[src/core/kvl_regs.svh]
`ifndef KVL_REGS_SVH
`define KVL_REGS_SVH
`define KVL_KEY_BITS 64
`define KVL_KEY_BYTES 8
`define KVL_SYMBOLS 16
`define KVL_SYM_BITS 4
`define KVL_FIFO_DEPTH 32
`define KVL_LAST_BIT_IDX 7'h3F
`define KVL_RESET_OPERABLE 1'h0
`endif

[src/core/kvl_pkg.sv]
`include "kvl_regs.svh"
package kvl_pkg;
   typedef enum logic [2:0] {
      S_IDLE, S_MANUAL, S_REQ, S_CHECK, S_PUSH, S_DRAIN, S_STANDBY
   } kvl_state_e;

   // operator panel, synchronous to clk
   typedef struct packed {
      logic sym_valid;
      logic [3:0] sym_value;
      logic sym_back;
      logic restart;
      logic enter;
      logic load_req;
      logic standby_req;
      logic lock_turn;
   } kvl_panel_s;

   typedef struct packed {
      kvl_state_e st;
      logic [63:0] key;
      logic [63:0] disp;
      logic [6:0] cnt;
      logic [4:0] mcnt;
      logic [3:0] bidx;
      logic [3:0] didx;
      logic perr;
      logic xerr;
      logic loaded;
      logic operable;
      logic clk_m;
      logic clk_s;
      logic clk_d;
      logic dat_m;
      logic dat_s;
      logic use_m;
      logic use_s;
   } kvl_state_s;
endpackage : kvl_pkg

[src/core/kvl_loader.sv]
`timescale 1ns/100ps
`include "kvl_regs.svh"
//
// Operation
// - a key is 64 bits, 56 key bits and 8 parity bits
// - every byte of the key has odd parity over all eight of its bits
// - ciphertext output is inhibited while a key moves into the core
// - the assembled key runs from first_key_bit to last_key_bit
// - manual entry takes 16 four-bit symbols, leftmost symbol first
// - operator can delete the last symbol or restart the whole key
// - displayed key digits clear automatically once the key is accepted
// - on the link first_key_bit comes first, ascending to last_key_bit
// - serial transfer starts only from an operator load request
// - request idles high and goes low to ask for a key
// - only the first 64 link clocks of a request are taken
// - spare circuits may claim data and clock lines for other use
// - loading works with the spare circuits left unused
// - standby keeps key, is inoperable, only the lock restores service
// - odd parity of each byte is checked at entry and internal transfer
////////////////////////////////////////////////////////////////////////////////
module kvl_fifo #(
   parameter int W = 8,
   parameter int D = `KVL_FIFO_DEPTH
) (
   input wire logic clk,
   input wire logic rst_b,
   input wire logic in_valid,
   output logic in_ready,
   input wire logic [W-1:0] in_data,
   output logic out_valid,
   input wire logic out_ready,
   output logic [W-1:0] out_data
);
   localparam int AW = $clog2(D);
   if (D < 2 || (1 << AW) != D) begin : g_chk
      $error("kvl_fifo depth must be a power of two of at least 2");
   end
   typedef struct packed {
      logic [AW-1:0] wp;
      logic [AW-1:0] rp;
      logic [AW:0] cnt;
   } kvl_fifo_s;
   kvl_fifo_s q;
   kvl_fifo_s next_q;
   logic [W-1:0] mem [D];
   logic push;
   logic pop;

   assign in_ready = (q.cnt != (AW+1)'(D));
   assign out_valid = (q.cnt != '0);
   assign out_data = mem[q.rp];
   assign push = in_valid && in_ready;
   assign pop = out_valid && out_ready;

   always_comb begin
      next_q = q;
      if (push) begin
         next_q.wp = q.wp + 1'b1;
      end
      if (pop) begin
         next_q.rp = q.rp + 1'b1;
      end
      next_q.cnt = q.cnt + (AW+1)'(push) - (AW+1)'(pop);
   end

   always_ff @(posedge clk or negedge rst_b) begin
      if (!rst_b) begin
         q <= '0;
      end else begin
         q <= next_q;
      end
   end

   // storage needs no reset; only counted words are ever read
   always_ff @(posedge clk) begin
      if (push) begin
         mem[q.wp] <= in_data;
      end
   end
endmodule : kvl_fifo

////////////////////////////////////////////////////////////////////////////////
module kvl_loader
   import kvl_pkg::*;
(
   input wire logic clk,
   input wire logic rst_b,
   input wire kvl_panel_s panel,
   input wire logic link_clk,
   input wire logic link_data,
   input wire logic link_other_use,
   output logic request_b,
   output logic core_valid,
   input wire logic core_ready,
   output logic [7:0] core_data,
   output logic ct_inhibit,
   output logic key_loaded,
   output logic parity_fail,
   output logic xfer_fail,
   output logic operable,
   output logic [63:0] disp_digits
);
   kvl_state_s q;
   kvl_state_s next_q;
   logic rst_m;
   logic rst_s;
   logic rise;
   logic push;
   logic push_ready;
   logic [7:0] push_data;
   logic take;

   function automatic logic kvl_odd(input logic [7:0] b);
      return ^b;
   endfunction : kvl_odd

   function automatic logic kvl_key_ok(input logic [63:0] k);
      logic ok;
      ok = 1'b1;
      for (int i = 0; i < `KVL_KEY_BYTES; i++) begin
         ok = ok & kvl_odd(k[8*i +: 8]);
      end
      return ok;
   endfunction : kvl_key_ok

   always_ff @(posedge clk or negedge rst_b) begin
      if (!rst_b) begin
         rst_m <= 1'b0;
         rst_s <= 1'b0;
      end else begin
         rst_m <= 1'b1;
         rst_s <= rst_m;
      end
   end

   ////////////////////////////////////////////////////////////////////////////
   assign rise = q.clk_s && !q.clk_d;
   assign take = core_valid && core_ready;
   assign push = (q.st == S_PUSH);
   assign push_data = q.key[63 - 8*q.bidx[2:0] -: 8];
   assign request_b = (q.st != S_REQ);
   assign ct_inhibit = !q.operable || (q.st inside {S_REQ, S_CHECK, S_PUSH, S_DRAIN});
   assign key_loaded = q.loaded;
   assign parity_fail = q.perr;
   assign xfer_fail = q.xerr;
   assign operable = q.operable;
   assign disp_digits = q.disp;

   always_comb begin
      next_q = q;
      next_q.clk_m = link_clk;
      next_q.clk_s = q.clk_m;
      next_q.clk_d = q.clk_s;
      next_q.dat_m = link_data;
      next_q.dat_s = q.dat_m;
      next_q.use_m = link_other_use;
      next_q.use_s = q.use_m;
      if (take) begin
         next_q.didx = q.didx + 4'h1;
         if (!kvl_odd(core_data)) begin
            next_q.xerr = 1'b1;
         end
      end
      case (q.st)
         S_IDLE: begin
            if (panel.standby_req) begin
               next_q.st = S_STANDBY;
               next_q.operable = 1'b0;
            end else if (panel.load_req && !q.use_s) begin
               next_q.st = S_REQ;
               next_q.cnt = '0;
               next_q.perr = 1'b0;
               next_q.xerr = 1'b0;
               // a new entry voids the report of the previous one
               next_q.loaded = 1'b0;
            end else if (panel.sym_valid) begin
               next_q.st = S_MANUAL;
               next_q.key = {60'h0, panel.sym_value};
               next_q.disp = {60'h0, panel.sym_value};
               next_q.mcnt = 5'h01;
               next_q.perr = 1'b0;
               next_q.xerr = 1'b0;
               next_q.loaded = 1'b0;
            end
         end
         S_MANUAL: begin
            if (panel.restart) begin
               next_q.key = '0;
               next_q.mcnt = '0;
            end else if (panel.sym_back && q.mcnt != '0) begin
               next_q.key = {4'h0, q.key[63:4]};
               next_q.mcnt = q.mcnt - 5'h01;
            end else if (panel.sym_valid && q.mcnt != 5'(`KVL_SYMBOLS)) begin
               next_q.key = {q.key[59:0], panel.sym_value};
               next_q.mcnt = q.mcnt + 5'h01;
            end else if (panel.enter && q.mcnt == 5'(`KVL_SYMBOLS)) begin
               next_q.st = S_CHECK;
            end
            next_q.disp = next_q.key;
         end
         S_REQ: begin
            // the spare circuit can lend the lines to other traffic
            if (rise && !q.use_s) begin
               next_q.key = {q.key[62:0], q.dat_s};
               next_q.cnt = q.cnt + 7'h01;
               if (q.cnt == `KVL_LAST_BIT_IDX) begin
                  next_q.st = S_CHECK;
               end
            end
         end
         S_CHECK: begin
            next_q.disp = '0;
            next_q.bidx = '0;
            next_q.didx = '0;
            if (kvl_key_ok(q.key)) begin
               next_q.st = S_PUSH;
            end else begin
               next_q.perr = 1'b1;
               next_q.key = '0;
               next_q.st = S_IDLE;
            end
         end
         S_PUSH: begin
            if (push_ready) begin
               next_q.bidx = q.bidx + 4'h1;
               if (q.bidx == 4'(`KVL_KEY_BYTES - 1)) begin
                  // the key register is cleared here; the bytes stay in the unreset kvl_fifo storage
                  next_q.key = '0;
                  next_q.st = S_DRAIN;
               end
            end
         end
         S_DRAIN: begin
            if (next_q.didx == 4'(`KVL_KEY_BYTES)) begin
               next_q.loaded = !next_q.xerr;
               next_q.st = S_IDLE;
            end
         end
         S_STANDBY: begin
            if (panel.lock_turn) begin
               next_q.operable = 1'b1;
               next_q.st = S_IDLE;
            end
         end
         default: begin
            next_q.st = S_STANDBY;
         end
      endcase
   end

   // comes up in standby so that power alone never restores service
   always_ff @(posedge clk or negedge rst_s) begin
      if (!rst_s) begin
         q <= '0;
         q.st <= S_STANDBY;
         q.operable <= `KVL_RESET_OPERABLE;
      end else begin
         q <= next_q;
      end
   end

   kvl_fifo #(.W(8), .D(`KVL_FIFO_DEPTH)) u_fifo (
      .clk(clk),
      .rst_b(rst_s),
      .in_valid(push),
      .in_ready(push_ready),
      .in_data(push_data),
      .out_valid(core_valid),
      .out_ready(core_ready),
      .out_data(core_data)
   );

   ////////////////////////////////////////////////////////////////////////////
   a_req_level: assert property (@(posedge clk) disable iff (!rst_s)
      (q.st == S_REQ) == !request_b)
      else $error("request level disagrees with state");
   a_req_start: assert property (@(posedge clk) disable iff (!rst_s)
      $fell(request_b) |-> $past(panel.load_req) && $past(q.st) == S_IDLE)
      else $error("request raised without operator load");
   a_req_release: assert property (@(posedge clk) disable iff (!rst_s)
      q.st == S_REQ && rise && !q.use_s && q.cnt == 7'h3F |=> request_b && q.st == S_CHECK)
      else $error("request not released after last bit");
   a_bit_capture: assert property (@(posedge clk) disable iff (!rst_s)
      q.st == S_REQ && rise && !q.use_s |=> q.key[0] == $past(q.dat_s)
      && q.key[63:1] == $past(q.key[62:0]))
      else $error("serial bit not shifted in order");
   a_cnt_bound: assert property (@(posedge clk) disable iff (!rst_s)
      q.st != S_REQ |=> $stable(q.cnt) || q.cnt == 7'h00)
      else $error("link clock counted outside a request");
   a_other_use: assert property (@(posedge clk) disable iff (!rst_s)
      q.st == S_REQ && q.use_s |=> $stable(q.cnt) && $stable(q.key))
      else $error("link taken while spare circuit claims it");
   a_inhibit: assert property (@(posedge clk) disable iff (!rst_s)
      push || core_valid |-> ct_inhibit)
      else $error("ciphertext not inhibited during key move");
   a_parity_fail: assert property (@(posedge clk) disable iff (!rst_s)
      q.st == S_CHECK && !kvl_key_ok(q.key) |=> q.perr && q.st == S_IDLE
      && q.key == '0 && !push)
      else $error("bad key not discarded");
   a_disp_clear: assert property (@(posedge clk) disable iff (!rst_s)
      q.st == S_CHECK |=> q.disp == '0)
      else $error("display not cleared after acceptance");
   a_sym_order: assert property (@(posedge clk) disable iff (!rst_s)
      q.st == S_MANUAL && !panel.restart && !panel.sym_back && panel.sym_valid
      && q.mcnt < 5'h10 |=> q.key[3:0] == $past(panel.sym_value) && q.mcnt == $past(q.mcnt) + 5'h01)
      else $error("symbol not appended");
   a_push_order: assert property (@(posedge clk) disable iff (!rst_s)
      push && q.bidx == 4'h0 |-> push_data == q.key[63:56])
      else $error("first byte is not first_key_bit onward");
   a_xfer_parity: assert property (@(posedge clk) disable iff (!rst_s)
      take && !kvl_odd(core_data) |=> q.xerr)
      else $error("even byte toward core not flagged");
   a_standby: assert property (@(posedge clk) disable iff (!rst_s)
      q.st == S_STANDBY && !panel.lock_turn |=> q.st == S_STANDBY && !operable && ct_inhibit)
      else $error("left standby without lock");
endmodule : kvl_loader

[config.mk]
export PLATFORM = sky130hd
export DESIGN_NAME = kvl_loader
export DESIGN_NICKNAME = d
export VERILOG_FILES = /design/src/core/kvl_pkg.sv /design/src/core/kvl_loader.sv
export VERILOG_INCLUDE_DIRS = /design/src /design/src/core
export SDC_FILE = /design/constraint.sdc
export NUM_CORES = 1
export LEC_CHECK = 0
export BUFFER_PORTS_ARGS = -buffer_cell sky130_fd_sc_hd__buf_2
export CORE_MARGIN = 2
export CORE_UTILIZATION = 55
export CTS_CLUSTER_SIZE = 20
export DETAILED_ROUTE_END_ITERATION = 8
export PLACE_DENSITY = 0.73
export SYNTH_ARGS = -nofsm -noshare
export SYNTH_HDL_FRONTEND = slang
export SYNTH_SLANG_ARGS = --single-unit
[constraint.sdc]
create_clock -name clk -period 6.63 [get_ports clk]
set_clock_uncertainty 0.2 [all_clocks]
set_input_delay 1.6575 -clock clk [delete_from_list [all_inputs] [get_ports clk]]
set_output_delay 1.6575 -clock clk [all_outputs]
set_load 0.005 [all_outputs]
==> out/qor.txt, run 1 <==
================================================================================
Buffers added on ports                                                        95
Synthesized netlist cell count                                              1607
Grt total ovfl                                                                 0
Switching fraction of total power                                          0.348
CTS-repair resized insts                                                       0
Total power per unit cell area                                       377 mW/mm^2
Cell Area, Synth                                                     0.0208 mm^2
Slew at the pin with the worst max-slew slack                            1.22 ns
Maximum clock insertion buffer count                                           3
Layout Cells excl Fill                                                      2133
Setup tns final                                                             0 ns
Effective utilization at floorplan                                         0.556
Wire length of the first global-routing pass                            74000 um
Class of the tightest hold or removal check                           reg -> reg
Total routing resource utilization after global routing                    0.243
Required time reported for the critical path endpoint                    4.77 ns
Number of synthesized register bits                                          436
Max-slew violation total from the final report                                 0
Horizontal die dimension                                                  198 um
Number of antenna violations at the first check in global routing              0
Met2 WL post-DR                                                         22000 um
Sequential-to-total area share from yosys stat                             0.587
Number of clock sinks seen by CTS                                            436
Synthesized area per cell                                              12.9 um^2
FILL cells                                                                  2864
Number of H-tree levels                                                        2
Count of endpoints failing hold in the final timing report                     0
Footprint of the flip-flops and latches                              0.0122 mm^2
Largest area contributor in the synthesized netlist                     edfxtp_1
Cell at the root of the clock tree                                     clkbuf_16
Number of DRC markers in iteration 0                                        1274
Maximum VDD drop                                                        0.295 mV
Status                                                              finished, final reports clean
Max Cap Viol                                                                   0
Placed Instances                                                            2051
Leading cell type by number of instances after synthesis                edfxtp_1
Clock latency at the later pin of the worst-skew pair                    0.56 ns
Pint                                                                     5540 uW
Area used by multi-input combinational logic                        0.00749 mm^2
Nets                                                                        1625
Detailed-route wire length per cell                                      21.9 um
TritonCTS clock tree                                                         yes
Portion of total power attributed to the clock network                     0.308
Total via count after detailed routing                                     13076
Met1 WL                                                                 20100 um
CP arrival                                                               3.28 ns
Detailed-routed wire length on met3                                      3240 um
Antenna viol nets, final                                                       0
Area enclosed by the die boundary                                    0.0394 mm^2
Max-Slew Margin vs Limit                                                   0.183
Static leakage                                                        0.00885 uW
Post-synthesis to final-layout area growth                                 8.44%
Largest net degree at the start of global routing                            126
Count of hold-fix buffers inserted at cts                                      0
Number of buffers inserted to repair setup after CTS                           0
Critical Path End Type                                                output pin
Ratio of cells with drive above 1 in the final layout                      0.152
Sequential fraction of design power                                        0.398
Setup repair after global routing missed its margin                           no
Critical setup path kind                                              reg -> out
Power dissipated by switching net loads                                  2950 uW
Number of enable-type register cells in the synthesized netlist              256
Upper clock frequency limit                                              195 MHz
Drc violations                                                                 0
Syn Nets                                                                    1646
Per-cell via count in the routed design                                     6.13
DR top layer                                                                met4
Number of global-route vias before repair                                  12902
Share of async-settable or async-resettable flops after synthesis          0.413
Fraction of the core area covered by cells at the end of the flow          0.603
Core Area                                                            0.0374 mm^2
Ranking of synthesized cells by area                                edfxtp_1, dfrtp_1, mux2i_1
Top cell type's share of synthesized area                                  0.370
Clock-pin slew on the worst setup and hold paths                         0.06 ns
Unique masters post-synth                                                     60
Std cell rows                                                                 71
Gp weighted congestion                                                     0.816
Cell types with the highest counts after synthesis                  edfxtp_1, dfrtp_1, nand2_1
Period Utilization, post-route                                             0.775
ANT cells                                                                      0
Setup crit start kind                                                   register
Final Critical Period                                                    5.14 ns
# setup viols final                                                            0
First-pass iteration count of the detailed router                              5
Die height                                                                198 um
Maximum fanout along the worst path                                           59
Number of buffers created by CTS                                              44
I/O pin count                                                                 96
Most instantiated flip-flop cell in the synthesis netlist               edfxtp_1
Comb power frac                                                            0.293
Synthesis warning total                                                        0
WL final                                                                46700 um
Post-detailed-placement half-perimeter wirelength                       29600 um
================================================================================
stage by stage:
stage	power, uW	worst slack, ns	area, um^2	hold slack [ns]
floorplan	5310	1.05	20800	0.131
global placement	5840	2.14	21000	0.134
detailed placement	5900	2.08	21000	0.136
CTS	8510	1.49	22500	0.147
global route	8870	1.39	22500	0.148
finish	8490	1.49	22500	0.146
power by group through the flow:
stage,Combinational [uW],Sequential [uW],Clock (uW)
detailed placement,2460,3430,0
finish,2490,3380,2620
CTS,2480,3380,2660
floorplan,2120,3190,0
global route,2700,3420,2750
global placement,2410,3420,0
routing by layer:
layer | vias up | GRT usage
met2 | 519 | 0.381
met4 | 0 | 0.0855
met5 | - | 0
met1 | 6532 | 0.349
met3 | 88 | 0.0383
li1 | 5937 | -
final timing paths:
kind	startpoint	to	slack, ns	depth (start not counted)
max reg2reg	u_fifo.q[6]$_DFFE_PN0N_	key_loaded$_DFFE_PN0P_	2.66	8
min reg2reg	next_q[2]$_DFF_PN0_	q[2]$_DFF_PN0_	0.15	0
max	u_fifo.q[6]$_DFFE_PN0N_	core_data[2]	1.49	5
min	next_q[2]$_DFF_PN0_	q[2]$_DFF_PN0_	0.15	0
min in group asynchronous	rst_s$_DFF_PN0_	u_fifo.q[10]$_DFFE_PN0N_	0.19	0
max in group asynchronous	rst_s$_DFF_PN0_	u_fifo.q[6]$_DFFE_PN0N_	4.60	1
layout make-up:
class                           count  area share
Multi-Input combinational cell    976       0.332
Inverter                           19     0.00316
Clock inverter                     27      0.0147
Sequential cell                   436       0.541
Timing Repair Buffer              109      0.0263
Tap cell                          511      0.0284
Clock buffer                       55      0.0539
flip-flops by register name, indices dropped and copies added, names as in the netlist:
name and flops:
rst_m 1, xfer_fail 1, u_fifo.mem 256, next_q 4
parity_fail 1, disp_digits 64, rst_s 1, q 90
key_loaded 1, operable 1, u_fifo.q 16
cells by family after synthesis:
logic type,share of synthesized area
other,0.000180
muxes,0.121
xor gates and xnor gates,0.0341
AOI/OAI and AO/OA,0.129
DFF,0.587
adders and majority gates,0.0140
buffers and inverters,0.0548
and+or+nand+nor,0.0594
critical path, stage by stage, from the launching register on:
cell and delay (ns):
dfrtp_4 0.88, buf_12 0.42, mux4_1 0.63, a211oi_1 0.37, a22oi_2 0.17, buf_2 0.16
layout by cell type, fill, tap and decap left out, drive strengths merged, types with 22 or more instances in the layout:
cell type  synthesis  layout
a21oi             29      29
a22o              64      64
a22oi             68      68
buf              104     109
clkbuf            72      55
dfrtp            178     178
edfxtp           256     256
inv               19      22
mux2i            130     130
mux4              48      48
nand2            161     161
nor2              64      64
o21ai            163     163
xnor2             65      65
(Power assumes the default switching activity.)
==> run 2, diff against run 1 <==
Settings changed: PLACE_DENSITY 0.73 to 0.75.
Clock period 6.63 ns to 4.25 ns, I/O delays scaled along.
==> run 2 against run 1 <==
Against the previous run: power increased by 55%; die area unchanged; via count increased by 1.2%; clock power increased by 47%; register-to-register slack got worse by 1.8 ns; global-route usage increased by 0.94 points; sequential power increased by 53%; final area increased by 0.29%; first-iteration DRC count increased by 9.1%; worst setup slack got worse by 1.4 ns; critical path depth unchanged; highest routed layer unchanged.
==> out/qor.txt, run 2 (synthesized netlist as in run 1, its figures left out) <==
================================================================================
Core Area                                                            0.0374 mm^2   unchanged
Count of hold-fix buffers inserted at cts                                      0   unchanged
Most common library cell in the layout ignoring fill and taps           edfxtp_1
ANT cells                                                                      0   unchanged
Cell at the root of the clock tree                                     clkbuf_16
First-pass iteration count of the detailed router                              5   unchanged
Number of H-tree levels                                                        2   unchanged
Total via count after detailed routing                                     13239   +1.2%
Reg2reg start                                                       u_fifo.q[6]$_DFFE_PN0N_
Static leakage                                                        0.00891 uW   +0.76%
Per-cell via count in the routed design                                     6.15   +0.40%
Number of DRC markers in iteration 0                                        1390   +9.1%
Number of global-route vias before repair                                  13366   +3.6%
Maximum fanout along the worst path                                           35   -41%
TritonCTS clock tree                                                         yes
Max-Slew Margin vs Limit                                                   0.295   +0.112
Critical setup path kind                                              reg -> out
Die height                                                                198 um   unchanged
Post-Place Cell Area                                                 0.0211 mm^2   +0.73%
Setup repair after global routing missed its margin                           no
Nets                                                                        1643   +1.1%
Largest net degree at the start of global routing                            113   -10%
Critical Path Start                                                 u_fifo.q[6]$_DFFE_PN0N_
Layout Cells excl Fill                                                      2151   +0.84%
Detailed-route wire length per cell                                      22.5 um   +3.0%
Number of antenna violations at the first check in global routing              0   unchanged
Register name with the most flops                                     u_fifo.mem
Kind of cell adding the most delay to the critical path               flip-flops
Final std cell area, no fill                                         0.0226 mm^2   +0.29%
Wire length of the first global-routing pass                            76300 um   +3.0%
Biggest cell delay along the critical path                               0.66 ns   -0.22 ns
Count of endpoints failing hold in the final timing report                     0   unchanged
Number of flip-flops under the largest register name                         256   unchanged
Grt total ovfl                                                                 0   unchanged
Worst-path cell chain                                               buf_12 -> mux4_2 -> o21ai_0 -> a22oi_2 -> buf_2
Gp weighted congestion                                                     0.841   +3.1%
Setup crit start kind                                                   register
Effective utilization at floorplan                                         0.556   unchanged
Slew at the pin with the worst max-slew slack                            1.05 ns   -0.170 ns
Maximum VDD drop                                                        0.377 mV   +28%
Horizontal die dimension                                                  198 um   unchanged
Buffers added on ports                                                        95   unchanged
Critical Path End Type                                                output pin
Final Critical Period                                                    4.19 ns
Setup tns final                                                             0 ns   unchanged
Commonest cells after routing, fill and taps aside                  edfxtp_1, dfrtp_1, nand2_1
Total routing resource utilization after global routing                    0.253   +0.00935
I/O pin count                                                                 96   unchanged
# setup viols final                                                            0   unchanged
CP max stage cell                                                        dfrtp_4
CP arrival                                                               2.92 ns   -0.36 ns
Upper clock frequency limit                                              239 MHz
CTS-repair resized insts                                                       0   unchanged
Antenna viol nets, final                                                       0   unchanged
Number of clock sinks seen by CTS                                            436   unchanged
Number of buffers created by CTS                                              44   unchanged
Total power per unit cell area                                       582 mW/mm^2   +55%
Clock latency at the later pin of the worst-skew pair                    0.59 ns   +0.03 ns
Max Cap Viol                                                                   0   unchanged
Placed Instances                                                            2068   +0.83%
FF-to-FF setup slack                                                     0.82 ns   -1.84 ns
Post-detailed-placement half-perimeter wirelength                       30500 um   +3.0%
Clock-pin slew on the worst setup and hold paths                         0.06 ns   about the same
Class of the tightest hold or removal check                          in -> async
Required time reported for the critical path endpoint                    2.99 ns   -1.78 ns
Drc violations                                                                 0   unchanged
Worst Path Buf+Inv                                                             2   unchanged
Max-slew violation total from the final report                                 0   unchanged
Ratio of cells with drive above 1 in the final layout                      0.158   +0.00626
WL final                                                                48500 um   +3.9%
Area enclosed by the die boundary                                    0.0394 mm^2   unchanged
Post-placement worst setup slack                                        0.590 ns   -1.49 ns
Setup slack of the critical path after layout                          0.0643 ns   -1.43 ns
Post-synthesis to final-layout area growth                                 8.75%
Period Utilization, post-route                                             0.985
Status                                                              finished, final reports clean
Maximum clock insertion buffer count                                           3   unchanged
Std cell rows                                                                 71   unchanged
Power, Total                                                            13200 uW   +55%
================================================================================
## run 2: power by group
group | switching [uW] | total [uW] | internal, uW
clock | 1660 | 3860 | 2210
combinational | 2570 | 4130 | 1560
sequential | 441 | 5170 | 4730
total | 4670 | 13200 | 8500
## run 2: through the flow
stage,hold WS (ns),utilization
detailed placement,0.138,0.565
floorplan,0.131,-
finish,0.0569,0.604
global route,0.0470,0.604
CTS,0.0333,0.604
global placement,0.133,0.565
## run 2: what timing repair did
item	4_1_cts	5_1_grt
buffers inserted	1	0
endpoints found under the setup margin	3	0
hold endpoints to repair	0	0
## run 2: final timing paths
path,endpoint,cells after the start
worst max-delay path,core_data[0],5
worst min-delay path,rst_s$_DFF_PN0_,1
worst max register to register,key_loaded$_DFFE_PN0P_,8
worst min register to register,q[0]$_DFF_PN0_,0
max in group asynchronous,q[4]$_DFF_PN0_,1
min in group clk,q[0]$_DFF_PN0_,0
## run 2: per-layer routing
metal  vias up  routed length, um  track usage
met5         -                  0            0
li1       5972                  -            -
met2       512              23200        0.401
met1      6660              20200        0.350
met4         0               1740        0.105
met3        95               3310       0.0405
## run 2: cell type report
type,count,area (um^2)
Tap cell,511,639
Sequential cell,436,12200
Inverter,19,71.3
Clock buffer,67,1270
Fill cell,2891,14800
Clock inverter,15,160
Multi-Input combinational cell,976,7490
Timing Repair Buffer,127,773
==> run 3, diff against run 2 <==
Settings changed: CORE_ASPECT_RATIO set to 0.7, CORE_UTILIZATION 55 to 56, CTS_CLUSTER_SIZE 20 to not set, PLACE_DENSITY 0.75 to 0.77.
==> run 3 against run 2 <==
Against the previous run: count of clock-buffer cells in the layout fell by 10; sequential share of layout area grew 0.23 points; combinational power grew 2%; critical path type unchanged; register-to-register slack lost 0.06 ns; sequential cell count stayed put; non-clock buffer count shrank 5; fmax increased by 1.4%.
==> out/qor.txt, run 3 (synthesized netlist as in run 1, its figures left out) <==
================================================================================
Status                                                              finished, final reports clean
Number of buffers created by CTS                                              41   -6.8%
Effective utilization at floorplan                                         0.574   +0.0182
Grt total ovfl                                                                 0   unchanged
Upper clock frequency limit                                              242 MHz   +1.4%
Die height                                                                165 um   -17%
Antenna viol nets, final                                                       0   unchanged
Portion of total power attributed to the clock network                     0.283   -0.010
Most common library cell in the layout ignoring fill and taps           edfxtp_1
Number of antenna violations at the first check in global routing              0   unchanged
Detailed-route wire length per cell                                      23.8 um   +5.5%
WL final                                                                50100 um   +3.4%
Number of buffers inserted to repair setup after CTS                           0   -1
Number of global-route vias before repair                                  13071   -2.2%
# setup viols final                                                            0   unchanged
Post-detailed-placement half-perimeter wirelength                       32100 um   +5.5%
Number of flip-flops under the largest register name                         256   unchanged
Slew at the pin with the worst max-slew slack                            1.26 ns   +0.205 ns
Final Critical Period                                                    4.13 ns   -0.0569 ns
Count of endpoints failing hold in the final timing report                     0   unchanged
Fraction of the core area covered by cells at the end of the flow          0.621   +0.0171
Fin Hold WS                                                            0.0757 ns   +0.0188 ns
Required time reported for the critical path endpoint                    2.99 ns   about the same
Power dissipated by switching net loads                                  4620 uW   -1.1%
First-pass iteration count of the detailed router                              6   +1
Horizontal die dimension                                                  234 um   +18%
Gp weighted congestion                                                     0.855   +1.7%
Max-slew violation total from the final report                                 0   unchanged
FILL cells                                                                  2616   -9.5%
Drc violations                                                                 0   unchanged
Per-cell via count in the routed design                                     6.40   +4.0%
Number of DRC markers in iteration 0                                        1655   +19%
CP arrival                                                               2.87 ns   -0.05 ns
Number of clock sinks seen by CTS                                            436   unchanged
Total routing resource utilization after global routing                    0.266   +0.0127
Maximum fanout along the worst path                                           28   -20%
Clock latency at the later pin of the worst-skew pair                    0.56 ns   -0.03 ns
Comb power frac                                                            0.322   +0.008
Cell at the root of the clock tree                                     clkbuf_16
Buffers added on ports                                                        95   unchanged
Layout Cells excl Fill                                                      2107   -2.0%
Count of cells along the worst register-to-register path                       7   -1
Maximum clock insertion buffer count                                           3   unchanged
Number of H-tree levels                                                        2   unchanged
Register name with the most flops                                     u_fifo.mem
Commonest cells after routing, fill and taps aside                  edfxtp_1, dfrtp_1, nand2_1
Static leakage                                                        0.00885 uW   -0.66%
Switching fraction of total power                                          0.351   -0.00330
Total via count after detailed routing                                     13493   +1.9%
Area enclosed by the die boundary                                    0.0387 mm^2   -1.7%
Post-synthesis to final-layout area growth                                 8.28%
Max-Slew Margin vs Limit                                                   0.161   -0.134
CTS-repair resized insts                                                       0   unchanged
Footprint of the flip-flops and latches                              0.0122 mm^2   unchanged
Setup repair after global routing missed its margin                           no
Placed Instances                                                            2033   -1.7%
Count of hold-fix buffers inserted at cts                                      0   unchanged
Class of the tightest hold or removal check                          in -> async
Critical setup path kind                                              reg -> out
Total power per unit cell area                                       584 mW/mm^2   +0.31%
TritonCTS clock tree                                                         yes
Critical Path End Type                                                output pin
Setup tns final                                                             0 ns   unchanged
Area used by multi-input combinational logic                        0.00749 mm^2   unchanged
Clock-pin slew on the worst setup and hold paths                         0.07 ns   about the same
Period Utilization, post-route                                             0.971   -0.0134
ANT cells                                                                      0   unchanged
Maximum VDD drop                                                        0.497 mV   +32%
Std cell rows                                                                 58   -18%
Wire length of the first global-routing pass                            78100 um   +2.4%
Largest net degree at the start of global routing                            129   +14%
I/O pin count                                                                 96   unchanged
Setup crit start kind                                                   register
Core Area                                                            0.0362 mm^2   -3.2%
Sequential fraction of design power                                        0.396   +0.003
Ratio of cells with drive above 1 in the final layout                      0.154   -0.00427
Nets                                                                        1635   -0.49%
Pint                                                                     8530 uW   +0.38%
Max Cap Viol                                                                   0   unchanged
================================================================================
[run 3: layout make-up]
type                    count  area share
clock inverters            17     0.00962
clock buffers              57      0.0505
inverters                  19     0.00317
well taps                 480      0.0267
repair buffers            122      0.0351
flip-flops and latches    436       0.542
multi-input cells         976       0.333
[run 3: power groups by stage]
stage                     Combinational (uW)  Sequential, uW  Clock [uW]
after floorplan                         3310            4970           0
after global placement                  4100            5250           0
after detailed placement                4200            5270           0
after CTS                               4230            5190        3760
after global routing                    4590            5250        3940
final                                   4230            5200        3720
[run 3: through the flow]
step	power [uW]	area, um^2	setup slack [ns]
final	13100	22500	0.121
after global placement	9360	21200	0.710
after floorplan	8280	20800	1.01
after CTS	13200	22500	0.109
after detailed placement	9470	21200	0.685
after global routing	13800	22500	0.0259
[run 3: path summary, 6_finish.rpt]
kind                                               from                 endpoint  slack (ns)
worst max-delay path            u_fifo.q[6]$_DFFE_PN0N_             core_data[6]        0.12
worst min-delay path                              rst_b          rst_s$_DFF_PN0_        0.08
worst max register to register        q[20]$_DFFE_PN0P_        q[23]$_DFFE_PN0P_        0.76
worst min register to register          rst_m$_DFF_PN0_          rst_s$_DFF_PN0_        0.16
max in group asynchronous               rst_s$_DFF_PN0_  u_fifo.q[6]$_DFFE_PN0N_        2.43
min in group clk                        rst_m$_DFF_PN0_          rst_s$_DFF_PN0_        0.16
[run 3: critical path: stages, from the launching register on]
cell	delay, ns
dfrtp_4	0.78
buf_12	0.23
mux4_1	0.64
a211oi_1	0.35
a22oi_2	0.15
buf_2	0.16
[run 3: metal layers]
| metal | vias up | wire length, um | track usage |
|---|---|---|---|
| li1 | 5949 | - | - |
| met1 | 6767 | 22300 | 0.408 |
| met2 | 702 | 21200 | 0.367 |
| met3 | 75 | 5620 | 0.0795 |
| met4 | 0 | 962 | 0.0676 |
| met5 | - | 0 | 0 |
